<file path="config.mk">
export PLATFORM = sky130hd
export DESIGN_NAME = lcp_device_flat
export DESIGN_NICKNAME = d
export VERILOG_FILES = /design/src/lcp_pkg.sv /design/src/lcp_if.sv /design/src/lcp_device.sv /design/src/flat_wrapper.sv
export SDC_FILE = /design/constraint.sdc
export NUM_CORES = 1
export LEC_CHECK = 0
export BUFFER_PORTS_ARGS = -buffer_cell sky130_fd_sc_hd__clkbuf_2
export CORE_MARGIN = 2
export CORE_UTILIZATION = 37
export CTS_CLUSTER_DIAMETER = 40
export DETAILED_ROUTE_END_ITERATION = 10
export GPL_ROUTABILITY_DRIVEN = 0
export PLACE_DENSITY = 0.77
export REMOVE_ABC_BUFFERS = 1
export SETUP_SLACK_MARGIN = 0.5
export SKIP_LAST_GASP = 1
export SLEW_MARGIN = 20
export SYNTH_ARGS = -nofsm -noshare
export SYNTH_HDL_FRONTEND = slang
export SYNTH_SLANG_ARGS = --single-unit
</file>
<file path="constraint.sdc">
create_clock -name i_clk -period 1.9 [get_ports i_clk]
set_clock_uncertainty 0.2 [all_clocks]
set_input_delay 0 -clock i_clk [delete_from_list [all_inputs] [get_ports i_clk]]
set_output_delay 0 -clock i_clk [all_outputs]
set_load 0.01 [all_outputs]
</file>
<file path="src/lcp_pkg.sv">
// package: shared constants and types for the lockstep compare and power-fail control
`default_nettype none
package lcp_pkg;
    localparam int unsigned ADDR_W = 16;
    localparam int unsigned DATA_W = 16;
    localparam int unsigned CTRL_W = 4;
    localparam int unsigned CLK_MHZ = 250;
    // fault dead time window in milliseconds
    localparam int unsigned DEAD_MIN_MS = 1;
    localparam int unsigned DEAD_MAX_MS = 50;
    localparam int unsigned DEAD_TYP_MS = 5;
    localparam int unsigned CYC_PER_MS = CLK_MHZ * 1000;
    localparam int unsigned DEAD_MIN_CYC = DEAD_MIN_MS * CYC_PER_MS;
    localparam int unsigned DEAD_MAX_CYC = DEAD_MAX_MS * CYC_PER_MS;
    // power-fail warning to memory-protect spacing
    localparam int unsigned PFW_TO_MP_US = 700;
    localparam int unsigned PFW_TO_MP_CYC = PFW_TO_MP_US * CLK_MHZ;
    // indicator blink half period
    localparam int unsigned BLINK_MS = 250;
    localparam int unsigned BLINK_CYC = BLINK_MS * CYC_PER_MS;
    // wide enough for the blink half period count
    localparam int unsigned CNT_W = 26;
    // load status codes from the memory module
    typedef enum logic [2:0] {
        LCP_LD_BUSY = 3'h0,
        LCP_LD_OK = 3'h1,
        LCP_LD_NODISK = 3'h2,
        LCP_LD_FAULT = 3'h3,
        LCP_LD_DEFECT = 3'h4
    } lcp_load_e;
    // processor run states, one-hot
    typedef enum logic [4:0] {
        LCP_ST_RESET = 5'h01,
        LCP_ST_INIT = 5'h02,
        LCP_ST_RUN = 5'h04,
        LCP_ST_HALT = 5'h08,
        LCP_ST_STOP = 5'h10
    } lcp_state_e;
endpackage
`default_nettype wire

</file>
<file path="src/lcp_if.sv">
// interface: lockstep buses, power-fail signals and compare results between the ends
`timescale 1ns/1ps
`default_nettype none
interface lcp_if;
    logic bus_valid_a;
    logic [lcp_pkg::ADDR_W-1:0] addr_a;
    logic [lcp_pkg::DATA_W-1:0] data_a;
    logic [lcp_pkg::CTRL_W-1:0] ctrl_a;
    logic bus_valid_b;
    logic [lcp_pkg::ADDR_W-1:0] addr_b;
    logic [lcp_pkg::DATA_W-1:0] data_b;
    logic [lcp_pkg::CTRL_W-1:0] ctrl_b;
    logic io_mismatch;
    logic power_fail_warning;
    logic memory_protect;
    logic central_reset;
    logic mismatch_interrupt;
    logic async_mode;
    logic halted;
    logic mem_enable;
    modport device (
        input bus_valid_a, addr_a, data_a, ctrl_a,
        input bus_valid_b, addr_b, data_b, ctrl_b,
        input io_mismatch, power_fail_warning, memory_protect, central_reset,
        output mismatch_interrupt, async_mode, halted, mem_enable
    );
    modport other (
        output bus_valid_a, addr_a, data_a, ctrl_a,
        output bus_valid_b, addr_b, data_b, ctrl_b,
        output io_mismatch, power_fail_warning, memory_protect, central_reset,
        input mismatch_interrupt, async_mode, halted, mem_enable
    );
endinterface
`default_nettype wire

</file>
<file path="src/lcp_device.sv">
// module: bus comparator, capture registers, power-fail control and indicators
// Summary of operation
// - both processors run buses in cycle lockstep
// - compare both buses on every cycle outside asynchronous mode
// - any mismatch raises interrupt to both
// - processors stop execution on the interrupt
// - locate fault in partner, healthy keeps mastership
// - inconclusive localisation leads to full self-test
// - fault dead time one to fifty ms
// - mismatch forces asynchronous mode, stops comparison
// - latch address and control at mismatch
// - stay independent until new synchronization run
// - power-fail warning: finish instruction, then idle
// - memory-protect disables all memory access
// - reverse warning/protect ordering at power-up
// - central reset holds defined state, starts there
// - supply spaces warning and protect 700 us
// - run initialization routine after power-on
// - defined stop before power failure hits
// - memory indicators driven only while loading
// - encode load status onto red/green indicators
// - stop lamp on memory or hardware fault
`timescale 1ns/1ps
`default_nettype none
module lcp_device (
    input wire logic i_clk,
    input wire logic i_rst,
    lcp_if.device bus,
    input wire logic i_instr_done,
    input wire logic i_init_done,
    input wire logic i_sync_run,
    input wire logic i_capture_read,
    input wire logic i_loading,
    input wire lcp_pkg::lcp_load_e i_load_status,
    input wire logic i_mem_fault,
    input wire logic i_cpu_fault,
    output logic o_mismatch_interrupt,
    output logic o_async_mode,
    output logic o_capture_valid,
    output logic [lcp_pkg::ADDR_W-1:0] o_capture_addr,
    output logic [lcp_pkg::CTRL_W-1:0] o_capture_ctrl,
    output logic o_fetch_enable,
    output logic o_mem_enable,
    output logic o_init_active,
    output logic o_halted,
    output logic o_led_red,
    output logic o_led_green,
    output logic o_stop_lamp
);
    // ========================================
    // comparison
    lcp_pkg::lcp_state_e state_q;
    logic diff;
    logic mismatch;
    logic [lcp_pkg::CNT_W-1:0] blink_cnt_q;
    logic blink_q;

    always_comb begin
        diff = (bus.bus_valid_a != bus.bus_valid_b) || (bus.addr_a != bus.addr_b)
            || (bus.data_a != bus.data_b) || (bus.ctrl_a != bus.ctrl_b);
        mismatch = !o_async_mode && (diff || bus.io_mismatch);
    end

    // asynchronous mode until a synchronization run
    always_ff @(posedge i_clk) begin
        if (i_rst || bus.central_reset) begin
            o_async_mode <= 1'b0;
        end else if (mismatch) begin
            o_async_mode <= 1'b1;
        end else if (i_sync_run) begin
            o_async_mode <= 1'b0;
        end
    end

    // interrupt pulse to both processors
    always_ff @(posedge i_clk) begin
        if (i_rst) begin
            o_mismatch_interrupt <= 1'b0;
        end else begin
            o_mismatch_interrupt <= mismatch;
        end
    end

    // ========================================
    // capture registers
    always_ff @(posedge i_clk) begin
        if (i_rst) begin
            o_capture_valid <= 1'b0;
            o_capture_addr <= '0;
            o_capture_ctrl <= '0;
        end else if (mismatch && !o_capture_valid) begin
            o_capture_valid <= 1'b1;
            o_capture_addr <= bus.addr_a;
            o_capture_ctrl <= bus.ctrl_a;
        end else if (i_capture_read || i_sync_run) begin
            o_capture_valid <= 1'b0;
        end
    end

    // ========================================
    // run control
    always_ff @(posedge i_clk) begin
        if (i_rst || bus.central_reset) begin
            state_q <= lcp_pkg::LCP_ST_RESET;
        end else begin
            unique case (state_q)
                lcp_pkg::LCP_ST_RESET: begin
                    if (!bus.power_fail_warning && !bus.memory_protect) begin
                        state_q <= lcp_pkg::LCP_ST_INIT;
                    end
                end
                lcp_pkg::LCP_ST_INIT: begin
                    if (bus.power_fail_warning) begin
                        state_q <= lcp_pkg::LCP_ST_HALT;
                    end else if (i_init_done) begin
                        state_q <= lcp_pkg::LCP_ST_RUN;
                    end
                end
                lcp_pkg::LCP_ST_RUN: begin
                    if (i_mem_fault || i_cpu_fault) begin
                        state_q <= lcp_pkg::LCP_ST_STOP;
                    end else if (bus.power_fail_warning && i_instr_done) begin
                        state_q <= lcp_pkg::LCP_ST_HALT;
                    end
                end
                lcp_pkg::LCP_ST_HALT: begin
                    if (!bus.power_fail_warning && !bus.memory_protect) begin
                        state_q <= lcp_pkg::LCP_ST_INIT;
                    end
                end
                lcp_pkg::LCP_ST_STOP: begin
                    state_q <= lcp_pkg::LCP_ST_STOP;
                end
                default: begin
                    state_q <= lcp_pkg::LCP_ST_RESET;
                end
            endcase
        end
    end

    always_ff @(posedge i_clk) begin
        if (i_rst) begin
            o_fetch_enable <= 1'b0;
            o_mem_enable <= 1'b0;
            o_init_active <= 1'b0;
            o_halted <= 1'b1;
            o_stop_lamp <= 1'b0;
        end else begin
            o_fetch_enable <= (state_q == lcp_pkg::LCP_ST_RUN || state_q == lcp_pkg::LCP_ST_INIT)
                && !bus.power_fail_warning;
            o_mem_enable <= !bus.memory_protect && state_q != lcp_pkg::LCP_ST_RESET;
            o_init_active <= state_q == lcp_pkg::LCP_ST_INIT;
            o_halted <= state_q != lcp_pkg::LCP_ST_RUN && state_q != lcp_pkg::LCP_ST_INIT;
            o_stop_lamp <= state_q == lcp_pkg::LCP_ST_STOP;
        end
    end

    // ========================================
    // memory module indicators
    always_ff @(posedge i_clk) begin
        if (i_rst || blink_cnt_q == lcp_pkg::CNT_W'(lcp_pkg::BLINK_CYC - 1)) begin
            blink_cnt_q <= '0;
        end else begin
            blink_cnt_q <= blink_cnt_q + 1'b1;
        end
    end

    always_ff @(posedge i_clk) begin
        if (i_rst) begin
            blink_q <= 1'b0;
        end else if (blink_cnt_q == lcp_pkg::CNT_W'(lcp_pkg::BLINK_CYC - 1)) begin
            blink_q <= !blink_q;
        end
    end

    always_ff @(posedge i_clk) begin
        if (i_rst || !i_loading) begin
            o_led_red <= 1'b0;
            o_led_green <= 1'b0;
        end else begin
            unique case (i_load_status)
                lcp_pkg::LCP_LD_BUSY: begin
                    o_led_red <= 1'b0;
                    o_led_green <= 1'b1;
                end
                lcp_pkg::LCP_LD_OK: begin
                    o_led_red <= 1'b0;
                    o_led_green <= 1'b0;
                end
                lcp_pkg::LCP_LD_NODISK: begin
                    o_led_red <= blink_q;
                    o_led_green <= 1'b0;
                end
                lcp_pkg::LCP_LD_FAULT: begin
                    o_led_red <= 1'b1;
                    o_led_green <= 1'b0;
                end
                lcp_pkg::LCP_LD_DEFECT: begin
                    o_led_red <= 1'b1;
                    o_led_green <= 1'b1;
                end
                default: begin
                    o_led_red <= 1'b1;
                    o_led_green <= 1'b1;
                end
            endcase
        end
    end

    assign bus.mismatch_interrupt = o_mismatch_interrupt;
    assign bus.async_mode = o_async_mode;
    assign bus.halted = o_halted;
    assign bus.mem_enable = o_mem_enable;
endmodule // lcp_device
`default_nettype wire

</file>
<file path="src/flat_wrapper.sv">
// flat-port wrapper written by rule: the top's interface ports become plain ports
module lcp_device_flat 
  (i_clk, i_rst, i_instr_done, i_init_done, i_sync_run, i_capture_read, i_loading, i_load_status, i_mem_fault, i_cpu_fault, o_mismatch_interrupt, o_async_mode, o_capture_valid, o_capture_addr, o_capture_ctrl, o_fetch_enable, o_mem_enable, o_init_active, o_halted, o_led_red, o_led_green, o_stop_lamp, bus_bus_valid_a, bus_addr_a, bus_data_a, bus_ctrl_a, bus_bus_valid_b, bus_addr_b, bus_data_b, bus_ctrl_b, bus_io_mismatch, bus_power_fail_warning, bus_memory_protect, bus_central_reset, bus_mismatch_interrupt, bus_async_mode, bus_halted, bus_mem_enable);
  lcp_if bus_i ();
  input wire logic i_clk;
  input wire logic i_rst;
  input wire logic i_instr_done;
  input wire logic i_init_done;
  input wire logic i_sync_run;
  input wire logic i_capture_read;
  input wire logic i_loading;
  input wire lcp_pkg::lcp_load_e i_load_status;
  input wire logic i_mem_fault;
  input wire logic i_cpu_fault;
  output logic o_mismatch_interrupt;
  output logic o_async_mode;
  output logic o_capture_valid;
  output logic [lcp_pkg::ADDR_W-1:0] o_capture_addr;
  output logic [lcp_pkg::CTRL_W-1:0] o_capture_ctrl;
  output logic o_fetch_enable;
  output logic o_mem_enable;
  output logic o_init_active;
  output logic o_halted;
  output logic o_led_red;
  output logic o_led_green;
  output logic o_stop_lamp;
  input wire logic [$bits(bus_i.bus_valid_a)-1:0] bus_bus_valid_a;
  input wire logic [$bits(bus_i.addr_a)-1:0] bus_addr_a;
  input wire logic [$bits(bus_i.data_a)-1:0] bus_data_a;
  input wire logic [$bits(bus_i.ctrl_a)-1:0] bus_ctrl_a;
  input wire logic [$bits(bus_i.bus_valid_b)-1:0] bus_bus_valid_b;
  input wire logic [$bits(bus_i.addr_b)-1:0] bus_addr_b;
  input wire logic [$bits(bus_i.data_b)-1:0] bus_data_b;
  input wire logic [$bits(bus_i.ctrl_b)-1:0] bus_ctrl_b;
  input wire logic [$bits(bus_i.io_mismatch)-1:0] bus_io_mismatch;
  input wire logic [$bits(bus_i.power_fail_warning)-1:0] bus_power_fail_warning;
  input wire logic [$bits(bus_i.memory_protect)-1:0] bus_memory_protect;
  input wire logic [$bits(bus_i.central_reset)-1:0] bus_central_reset;
  output wire logic [$bits(bus_i.mismatch_interrupt)-1:0] bus_mismatch_interrupt;
  output wire logic [$bits(bus_i.async_mode)-1:0] bus_async_mode;
  output wire logic [$bits(bus_i.halted)-1:0] bus_halted;
  output wire logic [$bits(bus_i.mem_enable)-1:0] bus_mem_enable;
  assign bus_i.bus_valid_a = bus_bus_valid_a;
  assign bus_i.addr_a = bus_addr_a;
  assign bus_i.data_a = bus_data_a;
  assign bus_i.ctrl_a = bus_ctrl_a;
  assign bus_i.bus_valid_b = bus_bus_valid_b;
  assign bus_i.addr_b = bus_addr_b;
  assign bus_i.data_b = bus_data_b;
  assign bus_i.ctrl_b = bus_ctrl_b;
  assign bus_i.io_mismatch = bus_io_mismatch;
  assign bus_i.power_fail_warning = bus_power_fail_warning;
  assign bus_i.memory_protect = bus_memory_protect;
  assign bus_i.central_reset = bus_central_reset;
  assign bus_mismatch_interrupt = bus_i.mismatch_interrupt;
  assign bus_async_mode = bus_i.async_mode;
  assign bus_halted = bus_i.halted;
  assign bus_mem_enable = bus_i.mem_enable;
  lcp_device u_core (.i_clk(i_clk), .i_rst(i_rst), .bus(bus_i), .i_instr_done(i_instr_done), .i_init_done(i_init_done), .i_sync_run(i_sync_run), .i_capture_read(i_capture_read), .i_loading(i_loading), .i_load_status(i_load_status), .i_mem_fault(i_mem_fault), .i_cpu_fault(i_cpu_fault), .o_mismatch_interrupt(o_mismatch_interrupt), .o_async_mode(o_async_mode), .o_capture_valid(o_capture_valid), .o_capture_addr(o_capture_addr), .o_capture_ctrl(o_capture_ctrl), .o_fetch_enable(o_fetch_enable), .o_mem_enable(o_mem_enable), .o_init_active(o_init_active), .o_halted(o_halted), .o_led_red(o_led_red), .o_led_green(o_led_green), .o_stop_lamp(o_stop_lamp));
endmodule
</file>
==> summary.md, run 1 <==
| Metric | Value |
|---|---|
| Starting utilization of the core area | 37.5% |
| Synth cell count leaders | sky130_fd_sc_hd__dfxtp_1 (62), sky130_fd_sc_hd__xor2_1 (48), sky130_fd_sc_hd__nor2_1 (47) |
| Worst reg2reg path endpoint | u_core.blink_cnt_q[0]$_SDFF_PP0_ |
| Die outline height | 97.3 µm |
| Router iterations before antenna repair | 4 |
| Final critical delay including setup and external delays | between 1.5 and 2 ns |
| Worst reg-to-reg path cell count | 7 |
| Routed wirelength normalized by instance count | 14.1 µm |
| Status | finished, violations left |
| Number of remaining DRC errors | 0 |
| Total routed wirelength | 9.21 mm |
| Clk slew on worst S/H paths | 0.07 ns |
| Share of the synthesized area in the top cell type | 38.5% |
| Category of the critical setup timing path | reg2reg |
| Total via count in the routed design | 3142 |
| Leak pwr | ~2.2 nW |
| Final number of hold-violating endpoints | 1 |
| Utilization after layout | about three fifths |
| Capture point of the critical path | u_core.blink_cnt_q[0]$_SDFF_PP0_ |
| Source-to-sink clock delay at the later pin of the worst-skew pair | ~0.34 ns |
| Slowest stage cell on the critical path | sky130_fd_sc_hd__dfxtp_2 |
| First-pass GRT wire length | 14.5 mm |
| Number of nets in the final layout | 633 |
| Type of element launching the critical path | register |
| Clock H-tree levels | 3 |
| Data arrival at the endpoint of the critical path | roughly 1.8 ns |
| Areal power density over the cells | between 600 and 700 mW/mm² |
| Maximum net fanout on the critical path | 7 |
| Multi-input gate area | around 0.0021 mm² |
| Final clock period utilization by the worst path | between 90 and 100% |
| Largest net degree at the start of global routing | 46 |
| Vias per cell | 4.80 |
| CP endpoint kind | register |
| Headroom to the max-slew limit | approximately three quarters |
| Post-DRT Antenna Nets | 0 |
| Post-synthesis to final-layout area growth | 56.6% |
| Count of buffering cells on the critical path with inverters included | 1 |
| CTS root buffer | sky130_fd_sc_hd__clkbuf_8 |
| Synth top area cells | sky130_fd_sc_hd__dfxtp_1 (39%), sky130_fd_sc_hd__xor2_1 (13%), sky130_fd_sc_hd__nand2b_1 (7.4%), sky130_fd_sc_hd__mux2i_1 (6.2%), sky130_fd_sc_hd__nor2_1 (5.5%) |
| Peak Freq | about 560 MHz |
| Critical path depth in cells | 7 |
| Number of endpoints failing setup at the final stage | 0 |
| Mapped Cells | between 300 and 400 |
| Cell-internal power | about 2.6 mW |
| Path class of the lowest-slack min-delay path | in2reg |
| RSZ-0062 raised after global routing | true |
| Cell with the most instances after synthesis | sky130_fd_sc_hd__dfxtp_1 |
| Peak per-stage delay on the critical path | around 0.35 ns |
| Worst voltage drop across the vdd grid | about 420 µV |
| Avg Synthesized Cell Area | between 8 and 9 µm² |
| Yosys reg bits | 62 |
| Switching power share of the total | 25.6% |
| Required time worst endpoint | between 1.5 and 2 ns |
| CP delay by family, top | simple AND/OR/NAND/NOR gates |
| Fraction of power consumed by sequential logic | 41.0% |
| Critical path origin | u_core.blink_cnt_q[0]$_SDFF_PP0_ |
| Warnings from Yosys | 0 |
| Switching pwr | about 880 µW |
| Part of the Yosys area used for sequential elements | 38.5% |
| Final antenna diode count | 0 |
| Async S/R FF share, synth | 0% |
| Sequence of cells on the critical path | ha_4 -> and4_4 -> nand2_4 -> nor4_4 -> or2_4 -> buf_6 -> nor2_1 |
| Number of CTS-inserted buffers | 9 |
| Worst hold slack | -0.0244 ns |
| Fraction of final layout cells with drive strength greater than 1 | between 40% and 50% |
| Core region area | 0.00859 mm² |
| Reported max-cap violation count | 0 |
| Number of buffer cells added on primary ports | 123 |
| Clock tree from TritonCTS | done |
| Combinational group share of total power | roughly a fifth |
| Die area | around 0.0095 mm² |
| Cell row count | 34 |
| Final global-route overflow total | 0 |
| Violated checks | hold timing |
| Post-synthesis cell type count | 47 |
| Die extent in x | 97.3 µm |
| Primary FF master, synth | sky130_fd_sc_hd__dfxtp_1 |
| Initial antenna violation count | 0 |
| Combined area of all synthesized cells | roughly 0.0032 mm² |
| Clock power share | 38.0% |
| Least-Margin Pin Slew | roughly 0.36 ns |
| Slack of the worst reg-to-reg path | ~0.12 ns |
| Slew Limit Fails | 0 |
| Number of enable flip-flop cells after synthesis | 0 |
| Vias in the first global route | approximately 3200 |
| Cell type with the largest total area after synthesis | sky130_fd_sc_hd__dfxtp_1 |
| DP HPWL | ~5.7 mm |
| Number of fill cells | ~710 |
| Startpoint of the lowest-slack register-to-register path | u_core.blink_cnt_q[0]$_SDFF_PP0_ |
| Drt first-iter violations | slightly below 70 |
| Sink Count | 62 |
| Global routing usage summed across all routing layers | between 10% and 20% |
| Maximum buffer depth of the clock tree | 2 |
| Reg area | approximately 0.0013 mm² |
| Number of placed I/O pins | roughly 120 |
cell type report:
type                       count  share of cell area, %
clock inverter                 4                   1.39
multi-input combinational    272                   41.6
clock buffer                  11                   3.00
timing repair buffer         192                   25.7
inverter                       5                  0.372
sequential                    62                   25.3
tap                          108                   2.68
kinds of logic (layout without fill, tap and decap cells):
family,Yosys count,after routing,share of synthesized area (%)
muxes,20,20,6.22
AOI/OAI and AO/OA,17,17,4.12
adders and majority gates,1,1,0.388
xor gates and xnor gates,65,65,17.7
and+or+nand+nor,169,169,28.5
buffers and inverters,24,212,4.55
DFF,62,62,38.5
worst reg2reg max path, delay by kind of cell, from the launching register on:
| family | cells | cell delay [ns] |
|---|---|---|
| AND/OR/NAND/NOR | 5 | 0.84 |
| flip-flops | 1 | 0.35 |
| adder cells (fa/ha/maj) | 1 | 0.13 |
| buffers and inverters | 1 | 0.15 |
sequential cells by signal, indices dropped and copies added, names as in the netlist:
signal,count
u_core.o_led_red,1
u_core.o_led_green,1
u_core.bus.mismatch_interrupt,1
u_core.o_capture_addr,16
u_core.o_init_active,1
u_core.blink_q,1
u_core.bus.halted,1
u_core.blink_cnt_q,26
u_core.o_capture_valid,1
u_core.o_capture_ctrl,4
u_core.o_stop_lamp,1
u_core.state_q,5
u_core.bus.mem_enable,1
u_core.bus.async_mode,1
u_core.o_fetch_enable,1
cell usage in the layout, fill, tap and decap left out, types with 6 or more instances in the layout:
cell,n
sky130_fd_sc_hd__mux2i_1,20
sky130_fd_sc_hd__clkbuf_8,11
sky130_fd_sc_hd__dlygate4sd3_1,31
sky130_fd_sc_hd__buf_6,7
sky130_fd_sc_hd__dfxtp_1,49
sky130_fd_sc_hd__xnor2_1,16
sky130_fd_sc_hd__nor4_1,7
sky130_fd_sc_hd__nor3_2,6
sky130_fd_sc_hd__nand2b_1,38
sky130_fd_sc_hd__nand2_1,13
sky130_fd_sc_hd__clkbuf_2,123
sky130_fd_sc_hd__nand3_1,10
sky130_fd_sc_hd__buf_4,26
sky130_fd_sc_hd__dfxtp_2,6
sky130_fd_sc_hd__nand4_1,7
sky130_fd_sc_hd__dfxtp_4,7
sky130_fd_sc_hd__nor2_2,11
sky130_fd_sc_hd__xor2_1,48
sky130_fd_sc_hd__nor2_1,35
routing by layer:
layer,vias up,routed length [µm],global-route usage [%]
met5,-,0,0
met2,80,4950,35.9
met1,1473,3660,20.3
li1,1572,-,-
met3,17,417,3.67
met4,0,186,7.26
worst min-delay path by stage:
stage | start | to | slack, ns | depth (start not counted)
6_report | i_mem_fault | u_core.state_q[3]$_SDFFE_PP0P_ | -0.02 | 6
5_1_grt | i_mem_fault | u_core.state_q[3]$_SDFFE_PP0P_ | 0.02 | 6
4_1_cts | i_mem_fault | u_core.state_q[3]$_SDFFE_PP0P_ | 0.006 | 6
3_5_place_dp | bus_memory_protect | u_core.bus.mem_enable$_SDFF_PP0_ | -0.009 | 2
3_3_place_gp | bus_memory_protect | u_core.bus.mem_enable$_SDFF_PP0_ | -0.002 | 2
2_1_floorplan | i_rst | u_core.state_q[1]$_SDFFE_PP0P_ | -0.13 | 1
power groups by stage:
stage | Sequential (mW) | Combinational [mW] | Clock (mW)
after floorplan | 1.45 | 0.237 | 0
after global placement | 1.43 | 0.496 | 0
after detailed placement | 1.43 | 0.508 | 0
after CTS | 1.40 | 0.674 | 1.32
after global routing | 1.41 | 0.775 | 1.38
final | 1.41 | 0.720 | 1.30
metrics by stage:
step	power, mW	cells	setup TNS (ns)	cell area, µm²	setup WS (ns)
3_3_place_gp	1.92	588	0	3990	0.0921
6_report	3.43	654	0	5040	0.124
3_5_place_dp	1.94	588	0	3990	0.0395
5_1_grt	3.57	654	0	5040	0.0536
4_1_cts	3.40	650	0	4910	0.153
2_1_floorplan	1.69	339	-5.60	3090	-0.218
what timing repair did:
item	4_1_cts	5_1_grt
gates cloned	4	0
setup buffers	12	4
gates resized for setup	66	28
hold endpoints to repair	33	0
pin swaps	49	17
hold buffers	31	0
setup endpoints to repair	54	56
Note: power is estimated with default switching activity, not from simulation.
==> run 2: changes to the inputs <==
--- a/config.mk
+++ b/config.mk
@@ -13,7 +13,7 @@
 export GPL_ROUTABILITY_DRIVEN = 0
 export PLACE_DENSITY = 0.77
 export REMOVE_ABC_BUFFERS = 1
-export SETUP_SLACK_MARGIN = 0.5
+export SETUP_SLACK_MARGIN = 0.05
 export SKIP_LAST_GASP = 1
 export SLEW_MARGIN = 20
 export SYNTH_ARGS = -nofsm -noshare
==> run 2 against run 1 <==
Effect of this change: the flow now finishes without violations; largest power group unchanged; wire length decreased by 8.2%; count of clock-buffer cells in the layout did not move; power is 3.8% lower.
==> summary.md, run 2 (synthesis results as in run 1) <==
| Metric | Value |
|---|---|
| DP Worst Slack | 0.0395 ns |
| Global routing usage summed across all routing layers | 16.8% |
| Final critical delay including setup and external delays | roughly 1.8 ns |
| Switching pwr | about 820 µW |
| Worst voltage drop across the vdd grid | around 390 µV |
| Sequence of cells on the critical path | ha_1 -> and4_1 -> nand3_1 -> buf_4 -> nor3_1 -> xnor2_1 -> nor2_1 |
| Clock H-tree levels | 3 |
| Least-Margin Pin Slew | 0.336 ns |
| CP delay by family, top | simple AND/OR/NAND/NOR gates |
| Met1 track utilization from global routing | a little under a fifth |
| Critical path origin | u_core.blink_cnt_q[1]$_SDFF_PP0_ |
| Number of CTS-inserted buffers | 9 |
| Total via count in the routed design | slightly above 3000 |
| Placed instance area | 0.00399 mm² |
| Worst hold slack | a little over 0.04 ns |
| Number of flip-flops under the largest register name | 26 |
| Final design instance area without fill | around 0.0047 mm² |
| First-pass GRT wire length | 13.1 mm |
| Die outline height | 97.3 µm |
| Headroom to the max-slew limit | about 77% |
| Peak per-stage delay on the critical path | between 0.3 and 0.4 ns |
| Register with the most flip-flops | u_core.blink_cnt_q |
| Fraction of final layout cells with drive strength greater than 1 | roughly a third |
| CP endpoint kind | register |
| Clock tree from TritonCTS | done |
| Areal power density over the cells | a little over 700 mW/mm² |
| Met3 Resource Use GR | about 3.9% |
| Path class of the lowest-slack min-delay path | in2reg |
| Highest-count cells in the layout ignoring fill and taps | sky130_fd_sc_hd__clkbuf_2 (119), sky130_fd_sc_hd__dfxtp_1 (61), sky130_fd_sc_hd__xor2_1 (48) |
| Startpoint of the lowest-slack register-to-register path | u_core.blink_cnt_q[1]$_SDFF_PP0_ |
| Sink Count | 62 |
| Reported max-cap violation count | 0 |
| Met2 global-route usage | between 20% and 30% |
| PnR worst setup slack | ~0.12 ns |
| Maximum net fanout on the critical path | 8 |
| Post-DRT Antenna Nets | 0 |
| Drt first-iter violations | about 150 |
| Status | finished clean |
| Number of buffer cells added on primary ports | around 120 |
| Fraction of power consumed by sequential logic | 42.6% |
| Vias in the first global route | ~3000 |
| Final clock period utilization by the worst path | 93.7% |
| Slew Limit Fails | 0 |
| Data arrival at the endpoint of the critical path | 1.81 ns |
| Largest registers | u_core.blink_cnt_q (26), u_core.o_capture_addr (16), u_core.state_q (5) |
| DP HPWL | roughly 5.7 mm |
| Final instance count without filler cells | 640 |
| Final number of hold-violating endpoints | 0 |
| Source-to-sink clock delay at the later pin of the worst-skew pair | approximately 0.34 ns |
| Starting utilization of the core area | 37.5% |
| Cell-internal power | roughly 2.5 mW |
| Leak pwr | ~2.1 nW |
| Overall power after layout | 3.30 mW |
| Die area | roughly 0.0095 mm² |
| Router iterations before antenna repair | 4 |
| Combinational group share of total power | ~18% |
| Number of nets in the final layout | slightly above 600 |
| Number of fill cells | 762 |
| Post-synthesis to final-layout area growth | 45.5% |
| Vias per cell | just under 5 |
| Type of element launching the critical path | register |
| Final antenna diode count | 0 |
| Number of remaining DRC errors | 0 |
| Largest net degree at the start of global routing | 46 |
| Final global-route overflow total | 0 |
| Number of endpoints failing setup at the final stage | 0 |
| Die extent in x | about 100 µm |
| Required time worst endpoint | just under 2 ns |
| Clk slew on worst S/H paths | around 0.070 ns |
| Count of buffering cells on the critical path with inverters included | 1 |
| Category of the critical setup timing path | reg2reg |
| Initial antenna violation count | 0 |
| Global routing's busiest layer | met2 |
| Min-Delay Startpoint | i_mem_fault |
| Cell row count | 34 |
| Core region area | 0.00859 mm² |
| Peak Freq | between 500 and 600 MHz |
| Total routed wirelength | around 8.5 mm |
| Slowest stage cell on the critical path | sky130_fd_sc_hd__dfxtp_1 |
| Routed wirelength normalized by instance count | around 13 µm |
| Maximum buffer depth of the clock tree | 2 |
| Number of cells after detailed placement | ~600 |
| CTS root buffer | sky130_fd_sc_hd__clkbuf_8 |
| Clock power share | 39.4% |
| RSZ-0062 raised after global routing | true |
| Most common cell after layout, fill and taps aside | sky130_fd_sc_hd__clkbuf_2 |
| Switching power share of the total | around a quarter |
| Number of placed I/O pins | ~120 |
run 2: per-stage QoR:
stage               setup TNS [ns]  utilization, %
finish                           0            54.5
global route               -0.0155            54.5
CTS                              0            52.6
floorplan                    -5.60               -
detailed placement               0            46.4
global placement                 0            46.4
run 2: power by group through the flow:
stage	sequential, mW	clock (mW)	combinational [mW]
2_1_floorplan	1.45	0	0.237
3_3_place_gp	1.43	0	0.496
3_5_place_dp	1.43	0	0.508
4_1_cts	1.40	1.32	0.561
5_1_grt	1.41	1.38	0.650
6_report	1.40	1.30	0.596
run 2: layout make-up:
type	instances	area [µm²]	area share (%)
Multi-Input combinational cell	272	1890	40.3
Sequential cell	62	1240	26.5
Timing Repair Buffer	178	1180	25.1
Clock buffer	11	151	3.23
Tap cell	108	135	2.88
Clock inverter	4	70.1	1.50
Inverter	5	18.8	0.401
run 2: timing repair:
| action | 4_1_cts | 5_1_grt |
|---|---|---|
| hold buffers | 31 | 4 |
| setup endpoints to repair | 12 | 52 |
| buffers inserted | 0 | 4 |
| endpoints found under the hold margin | 33 | 4 |
| cloned | 0 | 2 |
| gates resized for setup | 0 | 22 |
| pin swaps | 0 | 5 |
run 2: worst paths after layout:
kind | to | slack [ns] | cells after the start
worst max-delay path | u_core.blink_cnt_q[24]$_SDFF_PP0_ | 0.12 | 7
worst min-delay path | u_core.state_q[4]$_SDFFE_PP0P_ | 0.04 | 4
worst max register to register | u_core.blink_cnt_q[24]$_SDFF_PP0_ | 0.12 | 7
worst min register to register | u_core.o_capture_addr[8]$_SDFFE_PP0P_ | 0.28 | 2
run 2: worst min-delay path, cell delays in order:
cell and delay (ns):
sky130_fd_sc_hd__clkbuf_2 0.08, sky130_fd_sc_hd__nor2_1 0.21, sky130_fd_sc_hd__or3b_2 0.16, sky130_fd_sc_hd__a2111oi_0 0.08
run 2: metal layers:
layer  routed length [µm]  vias up
li1                     -     1545
met1                 3380     1417
met2                 4310       92
met3                  472       25
met4                  289        0
met5                    0        -
